## config.mk

```make
export PLATFORM = sky130hd
export DESIGN_NAME = sioexp_core
export DESIGN_NICKNAME = d
export VERILOG_FILES = /design/src/shared/sioexp_pkg.sv /design/src/logic/sioexp_core.sv
export SDC_FILE = /design/constraint.sdc
export NUM_CORES = 1
export LEC_CHECK = 0
export CORE_MARGIN = 4
export CORE_UTILIZATION = 56
export CTS_BUF_LIST = sky130_fd_sc_hd__clkbuf_16
export CTS_CLUSTER_SIZE = 25
export DETAILED_ROUTE_END_ITERATION = 10
export DONT_BUFFER_PORTS = 1
export PLACE_DENSITY = 0.74
export SLEW_MARGIN = 20
export SYNTH_ARGS = -nofsm -noshare
export SYNTH_HDL_FRONTEND = slang
export SYNTH_SLANG_ARGS = --single-unit
```

## constraint.sdc

```tcl
create_clock -name clk_in -period 2.24 [get_ports clk_in]
set_input_delay 0.448 -clock clk_in [delete_from_list [all_inputs] [get_ports clk_in]]
set_output_delay 0.448 -clock clk_in [all_outputs]
set_load 0.02 [all_outputs]
```

## src/shared/sioexp_pkg.sv

```systemverilog
// Constants shared by the serial I/O expander command block
`default_nettype none
package sioexp_pkg;
  // ==========================================================
  // Port and character layout
  localparam int unsigned PORT_W    = 8;
  localparam int unsigned CHAR_W    = 8;
  localparam logic [3:0]  CHAR_LAST = 4'h7;
  // ==========================================================
  // Command codes
  localparam logic [7:0] CMD_CLR_ALL = 8'h00;
  localparam logic [7:0] CMD_SET_ALL = 8'h01;
  localparam logic [7:0] CMD_SET_GRP = 8'h02;
  localparam logic [7:0] CMD_SET_BIT = 8'h03;
  localparam logic [7:0] CMD_RD_ALL  = 8'h04;
  localparam logic [7:0] CMD_RD_GRP  = 8'h05;
  localparam logic [7:0] CMD_RD_BIT  = 8'h06;
  // ==========================================================
  // Group layout: index 0, 1, 2 select the three fixed groups
  localparam logic [7:0] GRP0_MASK = 8'h0f;
  localparam logic [7:0] GRP1_MASK = 8'h30;
  localparam logic [7:0] GRP2_MASK = 8'hc0;
  localparam logic [2:0] GRP0_LSB  = 3'h0;
  localparam logic [2:0] GRP1_LSB  = 3'h4;
  localparam logic [2:0] GRP2_LSB  = 3'h6;
  localparam logic [7:0] IDX_MAX   = 8'h07;
  // ==========================================================
  // Reset values
  localparam logic [7:0] PORT_RST  = 8'h00;
  localparam logic [7:0] TX_RST    = 8'h00;
  // ==========================================================
  // Byte position inside a three-byte message
  typedef enum logic [2:0] {
    SIOEXP_PH_CMD  = 3'b001,
    SIOEXP_PH_IDX  = 3'b010,
    SIOEXP_PH_DATA = 3'b100
  } sioexp_phase_t;
endpackage
`default_nettype wire

```

## src/logic/sioexp_core.sv

```systemverilog
// Serial peripheral that decodes three-byte commands onto an 8-bit port
`timescale 1ns/1ps
`default_nettype none
// Overview of operation
// - The link only acts while the select line is low; high disables it.
// - The serial clock idles high between transfers.
// - Data changes on the first clock edge of a bit, is sampled on the next.
// - Characters are eight bits, most significant bit first.
// - Codes 0 to 6: clear, set all, set group, set bit, read all/group/bit.
// - The port splits into groups of bits 3-0, 5-4 and 7-6.
// - Group and bit commands use the index byte, valid 0x00 to 0x02 for groups, 0x00 to 0x07 for bits.
// - Clear all, set all and read all ignore the index byte.
// - Set all copies data bits D7..D0 to port bits 7..0.
// - Set group writes the group from low data bits, set bit writes only D0.
// - Clear all and every read ignore the data byte.
// - Set bit changes only the pin named by the index, to data bit 0.
module sioexp_core
  import sioexp_pkg::*;
#(
  parameter int unsigned P_PORT_W = PORT_W
) (
  input  wire logic                clk_in,                  // System clock
  input  wire logic                rst_n_in,                // Async reset
  input  wire logic                serial_shift_clock_in,   // Host clock
  input  wire logic                peripheral_select_n_in,  // Select, low
  input  wire logic                mosi_in,                 // Host data
  input  wire logic [P_PORT_W-1:0] io_in,                   // Port pins in
  output logic                     miso_out,                // Reply data
  output logic                     miso_oe_out,             // Reply enable
  output logic [P_PORT_W-1:0]      port_out                 // Port pins out
);

  // The command set addresses exactly eight bits in fixed groups
  if (P_PORT_W != PORT_W) begin : g_bad_width
    $error("sioexp_core supports an 8-bit port only");
  end

  // ==========================================================
  // Decoding helpers
  function automatic logic [7:0] grp_mask(input logic [7:0] idx);
    unique case (idx)
      8'h00:   grp_mask = GRP0_MASK;
      8'h01:   grp_mask = GRP1_MASK;
      8'h02:   grp_mask = GRP2_MASK;
      default: grp_mask = 8'h00;
    endcase
  endfunction

  function automatic logic [2:0] grp_lsb(input logic [7:0] idx);
    unique case (idx)
      8'h01:   grp_lsb = GRP1_LSB;
      8'h02:   grp_lsb = GRP2_LSB;
      default: grp_lsb = GRP0_LSB;
    endcase
  endfunction

  // ==========================================================
  // Pin synchronisers
  logic       sclk_s1_ff, sclk_s2_ff, sclk_d_ff;
  logic       sel_s1_ff, sel_s2_ff;
  logic       mosi_s1_ff, mosi_s2_ff;
  logic [7:0] io_s1_ff, io_s2_ff;

  always_ff @(posedge clk_in or negedge rst_n_in) begin
    if (!rst_n_in) begin
      sclk_s1_ff <= 1'b1;
      sclk_s2_ff <= 1'b1;
      sclk_d_ff  <= 1'b1;
      sel_s1_ff  <= 1'b1;
      sel_s2_ff  <= 1'b1;
      mosi_s1_ff <= 1'b0;
      mosi_s2_ff <= 1'b0;
      io_s1_ff   <= 8'h00;
      io_s2_ff   <= 8'h00;
    end else begin
      sclk_s1_ff <= serial_shift_clock_in;
      sclk_s2_ff <= sclk_s1_ff;
      sclk_d_ff  <= sclk_s2_ff;
      sel_s1_ff  <= peripheral_select_n_in;
      sel_s2_ff  <= sel_s1_ff;
      mosi_s1_ff <= mosi_in;
      mosi_s2_ff <= mosi_s1_ff;
      io_s1_ff   <= io_in;
      io_s2_ff   <= io_s1_ff;
    end
  end

  logic active;
  logic sclk_fall;
  logic sclk_rise;
  assign active    = ~sel_s2_ff;
  // Idle-high clock: falling edge opens a bit, rising edge samples it
  assign sclk_fall = active & sclk_d_ff & ~sclk_s2_ff;
  assign sclk_rise = active & ~sclk_d_ff & sclk_s2_ff;

  // ==========================================================
  // Receive shifter and message framing
  logic [3:0]    bit_cnt_ff;
  logic [7:0]    rx_ff;
  logic [7:0]    cmd_ff;
  logic [7:0]    idx_ff;
  sioexp_phase_t phase_ff;
  logic [7:0]    nxt_rx;
  logic          byte_done;
  logic          exec;

  assign nxt_rx    = {rx_ff[6:0], mosi_s2_ff};
  assign byte_done = sclk_rise && (bit_cnt_ff == CHAR_LAST);
  assign exec      = byte_done && (phase_ff == SIOEXP_PH_DATA);

  always_ff @(posedge clk_in or negedge rst_n_in) begin
    if (!rst_n_in) begin
      bit_cnt_ff <= 4'h0;
      rx_ff      <= 8'h00;
    end else if (!active) begin
      // Deselect drops any partial character
      bit_cnt_ff <= 4'h0;
    end else if (sclk_rise) begin
      rx_ff      <= nxt_rx;
      bit_cnt_ff <= byte_done ? 4'h0 : bit_cnt_ff + 4'h1;
    end
  end

  always_ff @(posedge clk_in or negedge rst_n_in) begin
    if (!rst_n_in) begin
      phase_ff <= SIOEXP_PH_CMD;
      cmd_ff   <= 8'h00;
      idx_ff   <= 8'h00;
    end else if (!active) begin
      phase_ff <= SIOEXP_PH_CMD;
    end else if (byte_done) begin
      unique case (phase_ff)
        SIOEXP_PH_CMD: begin
          cmd_ff   <= nxt_rx;
          phase_ff <= SIOEXP_PH_IDX;
        end
        SIOEXP_PH_IDX: begin
          idx_ff   <= nxt_rx;
          phase_ff <= SIOEXP_PH_DATA;
        end
        SIOEXP_PH_DATA: begin
          // Further bytes in the same select start a new message
          phase_ff <= SIOEXP_PH_CMD;
        end
        default: phase_ff <= SIOEXP_PH_CMD;
      endcase
    end
  end

  // ==========================================================
  // Command execution on the port
  logic [7:0] gmask;
  logic [2:0] glsb;
  logic [7:0] bit_sel;
  logic       idx_ok;

  assign gmask   = grp_mask(idx_ff);
  assign glsb    = grp_lsb(idx_ff);
  assign idx_ok  = (idx_ff <= IDX_MAX);
  assign bit_sel = idx_ok ? (8'h01 << idx_ff[2:0]) : 8'h00;

  always_ff @(posedge clk_in or negedge rst_n_in) begin
    if (!rst_n_in) begin
      port_out <= PORT_RST;
    end else if (exec) begin
      unique case (cmd_ff)
        CMD_CLR_ALL: port_out <= 8'h00;
        CMD_SET_ALL: port_out <= nxt_rx;
        CMD_SET_GRP: port_out <= (port_out & ~gmask) |
                                 ((nxt_rx << glsb) & gmask);
        CMD_SET_BIT: port_out <= (port_out & ~bit_sel) |
                                 ({8{nxt_rx[0]}} & bit_sel);
        default:     port_out <= port_out;
      endcase
    end
  end

  // ==========================================================
  // Read reply and transmit shifter
  // The reply is held across deselect so the host may fetch it with
  // the first byte of its next frame as well as with a fourth byte.
  logic [7:0] tx_ff;
  logic [7:0] rd_val;

  always_comb begin
    unique case (cmd_ff)
      CMD_RD_ALL: rd_val = io_s2_ff;
      CMD_RD_GRP: rd_val = (io_s2_ff & gmask) >> glsb;
      CMD_RD_BIT: rd_val = {7'h00, |(io_s2_ff & bit_sel)};
      default:    rd_val = TX_RST;
    endcase
  end

  always_ff @(posedge clk_in or negedge rst_n_in) begin
    if (!rst_n_in) begin
      tx_ff    <= TX_RST;
      miso_out <= 1'b0;
    end else if (exec && (cmd_ff >= CMD_RD_ALL) &&
                 (cmd_ff <= CMD_RD_BIT)) begin
      tx_ff    <= rd_val;
    end else if (sclk_fall) begin
      // New bit goes out on the first edge of its period
      miso_out <= tx_ff[7];
      tx_ff    <= {tx_ff[6:0], 1'b0};
    end
  end

  always_ff @(posedge clk_in or negedge rst_n_in) begin
    if (!rst_n_in) begin
      miso_oe_out <= 1'b0;
    end else begin
      miso_oe_out <= active;
    end
  end

endmodule
`default_nettype wire

```

* Word level (Yosys, flattened, before mapping)
Index checks and enable logic that the tools add are counted.
** Word-level totals
- Register bits :: 71
- Bits of input ports :: 13
** Operators by class
- Add/sub/neg operators :: 1
- Order comparisons :: 3
- Equality and inequality tests :: 12
- Shifts and indexed selects :: 3
- Mux-type cells :: 13
- Bitwise logic cells :: 18
- Reductions and logical operators :: 16
** Operators by type and width (number)
- 8-bit AND :: 6
- 8-bit one-hot mux with 3 select lines :: 2
- 8-bit one-hot mux with 4 select lines :: 1
- 8-bit by 2-bit equality test with 1-bit output (second input constant) :: 3
- 8-bit by 3-bit equality test with 1-bit output (second input constant) :: 3
- 8-bit 2-to-1 mux :: 3
- 8-bit by 1-bit equality test with 1-bit output (second input constant) :: 2
- 8-bit by 3-bit less-or-equal comparator with 1-bit output (second input constant) :: 2
- 8-bit logical NOT :: 2
- 8-bit NOT :: 2
- 8-bit OR :: 2
- 4-bit 2-to-1 mux :: 3
- 3-bit one-hot mux with 2 select lines :: 2
- 8-bit by 3-bit >= comparator with 1-bit output (second input constant) :: 1
- 8-bit OR reduction :: 1
- 1-bit by 3-bit left shift with 8-bit output (first input constant) :: 1
- 8-bit by 3-bit left shift with 8-bit output :: 1
- 8-bit by 3-bit >> shifter with 8-bit output :: 1
- 3-bit 2-to-1 mux :: 2
- 2-bit AND reduction :: 3
- 3-bit AND reduction :: 2
- 2-bit nonzero test :: 3
- 4-bit by 1-bit adder with 4-bit output (second input constant) :: 1
- 1-bit AND :: 4
- 7 further kinds :: 13

* Depth between registers and ports, before layout
Gate-level depths: netlist of the first run.
- Depth after elaboration :: 9
- Mapped depth :: 7

* Least setup slack after synthesis of the first run
No wires, ideal clock.
- Kind :: register to register
- Start :: reg sel_s2_ff
- End :: reg tx_ff[1]
- Library setup time :: 0.070 ns
- Arrival :: 2.216 ns
- Slack :: -0.046 ns
- Stages on the path, launching flop included :: 7
- Period minus slack after synthesis :: 2.286 ns
- Cells stage by stage :: dfstp_2 -> buf_6 -> or3b_4 -> or4_4 -> a211o_1 -> or4_1 -> nand3_1
** Between the ends
- Longest elaborated chain between the ends :: 8
- Elaborated cells between the ends (all ways) :: 11
- Those cells by class :: mux (1); bitwise (5); reduce/logical (5)
** Ends and longest elaborated chain
- from (decl) :: RTL line sioexp_core.sv:60 : logic sel_s1_ff, sel_s2_ff;
- from (signal assigned) :: RTL line sioexp_core.sv:80 : sel_s2_ff <= sel_s1_ff;
- 1-bit NOT (no line) (*)
- 1-bit AND (2 in a row) :: RTL line sioexp_core.sv:94 : assign sclk_rise = active & ~sclk_d_ff & sclk_s2_ff;
- 1-bit logical AND :: RTL line sioexp_core.sv:108 : assign byte_done = sclk_rise && (bit_cnt_ff == CHAR_LAST);
- 1-bit logical AND :: RTL line sioexp_core.sv:109 : assign exec = byte_done && (phase_ff == SIOEXP_PH_DATA);
- 1-bit logical AND (2 in a row) :: RTL line sioexp_core.sv:198 : end else if (exec && (cmd_ff >= CMD_RD_ALL) &&
- 8-bit 2-to-1 mux or 2-bit nonzero test (tied branches)
- to (signal assigned) :: RTL line sioexp_core.sv:200 : tx_ff <= rd_val;
- to (signal assigned) :: RTL line sioexp_core.sv:204 : tx_ff <= {tx_ff[6:0], 1'b0};
- to (decl) :: RTL line sioexp_core.sv:182 : logic [7:0] tx_ff;
Mark *: on every way between the ends. The rest lies on a longest branch, timed or not.
A chain may end at the register's enable or synchronous reset.

* Worst setup path in the final report of the first run
- Start :: reg bit_cnt_ff[0]
- End :: reg idx_ff[0]
** Between the ends
- Longest elaborated chain between the ends :: 3
** Ends and longest elaborated chain
- from (decl) :: RTL line sioexp_core.sv:98 : logic [3:0] bit_cnt_ff;
- from (signal assigned) :: RTL line sioexp_core.sv:120 : bit_cnt_ff <= byte_done ? 4'h0 : bit_cnt_ff + 4'h1;
- 4-bit by 3-bit equality test with 1-bit output :: RTL line sioexp_core.sv:108
- 1-bit logical AND :: RTL line sioexp_core.sv:108
- 3-bit AND reduction (no line)
- to (signal assigned) :: RTL line sioexp_core.sv:138 : idx_ff <= nxt_rx;
- to (decl) :: RTL line sioexp_core.sv:101 : logic [7:0] idx_ff;
No other way between the ends.

==> run metrics, run 1 <==
status completed; final clock skew 0.00646 ns; Ports 23; Layout Area Growth over Synthesis 17.0%; Yosys top cell area share 0.522; Slew Limit Fails 0; Syn Std Cell Area 3120 um2; CP Launch Type flop; Die H 82.6 um; Worst slew margin 0.640; Pre-antenna DRT Iters 4; largest net degree at the start of global routing 72; worst hold slack 0.00178 ns; Post-synth EDFFs 0; die width 82.6 um; Seq/Total Area, Yosys 0.572; Die Area 6830 um2; worst ir drop on vdd 0.605 mV; min Tclk post-route 2.16 ns; core area 5240 um2; GR Util All Layers 0.231; share of layout cells above drive strength 1 0.233; crit end category flop; Filler cells 394; Worst-path clk slew 0.06 ns; Synthesis Warnings 0; Most used DFF post-synth dfrtp_1; GR Overflow Total 0; wire length on met2 3410 um; Avg WL per Cell 18.8 um; final setup violation count 0; Initial Utilization 0.595; max layer used met4; post-synth top area cell dfrtp_1; WL final 6960 um; final hold vios 0; CP top delay family simple AND/OR/NAND/NOR gates; commonest non-fill, non-tap cell in the layout dfrtp_1; Critical-path top delay cell or3_1; post-synthesis net count 291; nets@finish 309; met1 WL 3070 um; footprint of the multi-input gates 1290 um2; WS Path Type reg -> reg; Clock Tree Buf Depth 2; largest cells by area after synthesis dfrtp_1, mux2_2, dfstp_2; post-route setup slack 0.0750 ns; Rows 26; initial antenna violation count 0; pre-CTS setup slack 0.0370 ns; max cap viols 0; PortBufs 0; crit path DAT 2.38 ns; CTS root buffer clkbuf_16; worst slew pin tran 0.539 ns; Clock Latency Late Sink 0.33 ns; ys async rst share 1.00; Synth Register Bits 71; via count 2268; Util after Layout 0.696; CTS Buf Count 9; dpl hpwl 4560 um; commonest cells after routing, fill and taps aside dfrtp_1, nand2_1, nand3_1, mux2_2, buf_4; Cells after Synth 277; Post-Syn Area per Cell 11.3 um2; # diodes 0; final cycle utilization of the critical path 0.966; H-tree Lvls 3; Pleak 0.00163 uW; Critical Path Fanout Max 10; distinct cell type count of the synthesized netlist 48; CTS tree yes; # clock sinks 71; fmax 0.462 GHz; CP bufs+invs 1; Routed Antenna Nets 0; DR DRC count 0; Largest stage delay, worst path 0.55 ns; power per cell area 833 nW/um2; Worst Path Required 2.45 ns; first-pass GRT wire length 11500 um; via-per-instance ratio 6.13; Storage cell area 1780 um2; setup_tns 0 ns; gpl congestion 0.890; Initial DRC Count 244; HP Class in -> async; CP cell instances ha_2 -> nand3b_1 -> buf_4 -> or2_2 -> or3_1 -> mux2_2; number of global-route vias before repair 2332; routed length on met3 352 um; RSZ-0062 raised after global routing no
-- routing by layer --
metal  vias to the layer above  GRT usage
met2                        46      0.368
met1                      1152      0.293
met3                        15     0.0662
met4                         0      0.103
met5                         -          0
li1                       1055          -
-- what timing repair did --
action / CTS / global route
buffers inserted: 0 / 1
hold endpoints to repair: 71 / 0
setup endpoints to repair: 0 / 8
hold buffers: 1 / 0
resized for setup: 0 / 5
-- power breakdown --
group,internal [uW],leakage (uW),switching [uW],total [uW]
logic,57.4,0.000558,64.5,122
registers,1360,0.000918,86.8,1440
clock network,889,0.000151,587,1480
total,2300,0.00163,738,3040
-- sequential cells by signal, summed over array words and instances, names as in the netlist, 3 cells and up --
register    flops
bit_cnt_ff      4
cmd_ff          8
idx_ff          8
io_s1_ff        8
io_s2_ff        8
phase_ff        3
port_out        8
rx_ff           7
tx_ff           8
-- logic make-up (layout without fill, tap and decap cells) --
kind of cell               Yosys count  after routing  synth area share
muxes                               29             29             0.105
AOI/OAI and AO/OA                   45             45             0.102
buffers and inverters               16             39            0.0217
DFF                                 71             71             0.572
xor gates and xnor gates             1              1           0.00281
adders and majority gates            1              1           0.00401
and+or+nand+nor                    114            114             0.192
-- stage by stage --
step                      total power (uW)  instances  area, um2
final                                 3040        370       3650
after global routing                  3160        370       3650
after detailed placement              1560        352       3280
after CTS                             3060        369       3620
after floorplan                       1500        277       3120
after global placement                1550        352       3280
-- Yosys cell counts (2+ instances only) --
master     n
mux2_2    20
nor2b_1    3
a22oi_1    3
nand3_1   26
or4_1      3
and3_1     4
dfstp_2    6
nor4b_1    2
nand2b_1   5
nor3_1     3
a21oi_1    9
mux2i_1    8
or3_1      3
inv_1      4
nor4_1     4
a211o_1    5
a32oi_1    4
nor2_1    14
nand4_1    3
o21ai_0   10
nand3b_1   2
o211ai_1   5
clkbuf_1  10
nand2_1   33
dfrtp_1   65
-- final timing paths --
kind / startpoint / to / slack (ns) / cells past startpoint
worst max-delay path: bit_cnt_ff[0] / idx_ff[0] / 0.08 / 6
worst min-delay path: rst_n_in / tx_ff[1] / 0.002 / 1
worst max register to register: bit_cnt_ff[0] / idx_ff[0] / 0.08 / 6
worst min register to register: io_s1_ff[2] / io_s2_ff[2] / 0.35 / 0
max in group asynchronous: rst_n_in / sel_s1_ff / 1.94 / 1
min in group clk_in: serial_shift_clock_in / sclk_s1_ff / 0.11 / 0
-- final cells by class --
class / instances / share of cell area
flip-flops and latches: 71 / 0.489
inverters: 4 / 0.00412
multi-input cells: 190 / 0.353
well taps: 70 / 0.0240
clock buffers: 9 / 0.0617
repair buffers: 19 / 0.0446
clock inverters: 7 / 0.0237
-- worst reg2reg max path, cell delays in order (launching register included) --
cell and delay (ns):
dfrtp_1 0.39, ha_2 0.21, nand3b_1 0.10, buf_4 0.16
or2_2 0.31, or3_1 0.55, mux2_2 0.35
(Power assumes the default switching activity.)
==> inputs of run 2 (changes only) <==
- ABC_AREA: unset -> 1
- CORE_UTILIZATION: 56 -> 57
- PLACE_DENSITY: 0.74 -> 0.75
==> run metrics, run 2 <==
final cycle utilization of the critical path 0.771 (-0.196); Initial DRC Count 157 (-36%); GR Util All Layers 0.205 (-0.0254); fmax 0.579 GHz (+25%); CP Launch Type flop; Initial Utilization 0.590 (-0.00498); # diodes 0 (unchanged); # clock sinks 71 (unchanged); Clock Latency Late Sink 0.33 ns (about the same); pre-CTS setup slack 0.519 ns (+0.482 ns); Routed Antenna Nets 0 (unchanged); crit path DAT 1.94 ns (-0.44 ns); CP top delay family simple AND/OR/NAND/NOR gates; CP cell instances nand3_4 -> nor2_8 -> nand2_1 -> nor2_4 -> inv_2 -> nand2_1 -> nand2_1; Avg WL per Cell 14.6 um (-22%); Worst Path Required 2.46 ns (about the same); Post-synth EDFFs 0 (unchanged); post-synthesis net count 391 (+34%); largest net degree at the start of global routing 72 (unchanged); Synth Register Bits 71 (unchanged); setup repair bufs after CTS 0 (unchanged); worst slew pin tran 0.583 ns (+0.0434 ns); Pleak 0.00181 uW (+11%); Most used DFF post-synth dfrtp_1; core area 5540 um2 (+5.8%); Largest stage delay, worst path 0.57 ns (+0.02 ns); final setup violation count 0 (unchanged); via count 2477 (+9.2%); Pre-antenna DRT Iters 4 (unchanged); WL final 6760 um (-2.8%); Clock Tree Buf Depth 2 (unchanged); CP bufs+invs 1 (unchanged); initial antenna violation count 0 (unchanged); CTS tree yes; gpl congestion 0.879 (-1.3%); cell mode on critical path nand2_1; CTS root buffer clkbuf_16; worst ir drop on vdd 0.612 mV (+1.1%); most frequent cell after synthesis nand2_1; HP Class in -> async; number of global-route vias before repair 2470 (+5.9%); power per cell area 818 nW/um2 (-1.8%); post-route setup slack 0.513 ns (+0.438 ns); Synthesis Warnings 0 (unchanged); commonest cells after routing, fill and taps aside nand2_1, dfrtp_1, inv_1, nand3_1, o21ai_0; Post-synth top cells nand2_1, dfrtp_1, inv_1, nand3_1, o21ai_0; largest cells by area after synthesis dfrtp_1, nand2_1, dfstp_2; post-synth top area cell dfrtp_1; Cells after Synth 377 (+36%); max cap viols 0 (unchanged); Worst slew margin 0.609 (-0.0303); worst hold slack 0.00256 ns (+0.000782 ns); Slew Limit Fails 0 (unchanged); Seq/Total Area, Yosys 0.546 (-0.0267); nets@finish 399 (+29%); Rows 27 (+3.8%); PortBufs 0 (unchanged); share of layout cells above drive strength 1 0.126 (-0.108); Worst-path clk slew 0.06 ns (about the same); Filler cells 449 (+14%); ys async rst share 1.00 (unchanged); status completed; crit end category flop; H-tree Lvls 3 (unchanged); GR Overflow Total 0 (unchanged); via-per-instance ratio 5.36 (-13%); WS Path Type reg -> reg; distinct cell type count of the synthesized netlist 35 (-27%); Yosys top cell area share 0.497 (-0.0243); commonest non-fill, non-tap cell in the layout nand2_1; die width 83.8 um (+1.4%); final clock skew 0.00681 ns (+0.000344 ns); DR DRC count 0 (unchanged); dpl hpwl 4730 um (+3.6%); Post-Syn Area per Cell 8.68 um2 (-23%); Critical Path Fanout Max 17 (+7); final hold vios 0 (unchanged); min Tclk post-route 1.73 ns (-0.438 ns); Die H 83.8 um (+1.4%); RSZ-0062 raised after global routing no; setup_tns 0 ns (unchanged); Syn Std Cell Area 3270 um2 (+4.9%); Ports 23 (unchanged); CTS Buf Count 9 (unchanged); Critical-path top delay cell dfstp_2; Die Area 7010 um2 (+2.8%); Layout Area Growth over Synthesis 12.6%; first-pass GRT wire length 11600 um (+0.18%)
==> run 2: cell type report <==
class	instances	area, um2	share of cell area
flip-flops and latches	71	1780	0.484
multi-input cells	257	1290	0.350
clock buffers	9	225	0.0611
inverters	44	165	0.0448
clock inverters	7	95.1	0.0258
well taps	72	90.1	0.0245
repair buffers	2	35.0	0.00951
==> run 2: worst paths after layout <==
check	startpoint	endpoint	slack [ns]	cells after the start
max in group asynchronous	rst_n_in	sclk_s2_ff	1.93	1
min	rst_n_in	port_out[6]	0.003	1
min reg2reg	io_s1_ff[0]	io_s2_ff[0]	0.35	0
max reg2reg	sclk_s2_ff	port_out[4]	0.51	7
min in group clk_in	serial_shift_clock_in	sclk_s1_ff	0.12	0
max	sclk_s2_ff	port_out[4]	0.51	7
==> run 2: logic make-up after synthesis <==
kind of cell	after synthesis	share of synthesized area
AO/OA/AOI/OAI	52	0.0899
XOR/XNOR	1	0.00268
adder cells (fa/ha/maj)	1	0.00382
buffers and inverters	49	0.0604
flip-flops	71	0.546
multiplexers	1	0.00344
AND/OR/NAND/NOR	202	0.294
==> run 2: timing repair <==
item / 4_1_cts / 5_1_grt
hold buffers: 1 / 0
hold endpoints to repair: 71 / 0
gates resized for setup: 0 / 0
==> run 2: worst reg2reg max path: stages, from the launching register on <==
cell and delay, ns:
dfstp_2 0.57, nand3_4 0.20, nor2_8 0.23, nand2_1 0.13
nor2_4 0.25, inv_2 0.12, nand2_1 0.07, nand2_1 0.06
==> run 2: power breakdown <==
group	total [uW]	switching (uW)	internal, uW
Sequential	1380	41.2	1340
Clock	1520	544	978
Combinational	113	84.0	29.2
Total	3010	669	2350
==> run 2: layer usage <==
layer  wire, um  GRT usage
met4         90     0.0936
met2       3290      0.334
met1       3140      0.263
met5          0          0
met3        246     0.0434
==> run 2: through the flow <==
stage | instance area (um2) | total power [uW] | instances | util
2_1_floorplan | 3270 | 1450 | 377 | -
3_3_place_gp | 3340 | 1480 | 445 | 0.602
3_5_place_dp | 3340 | 1480 | 445 | 0.602
4_1_cts | 3680 | 3040 | 462 | 0.665
5_1_grt | 3680 | 3130 | 462 | 0.665
6_report | 3680 | 3010 | 462 | 0.665
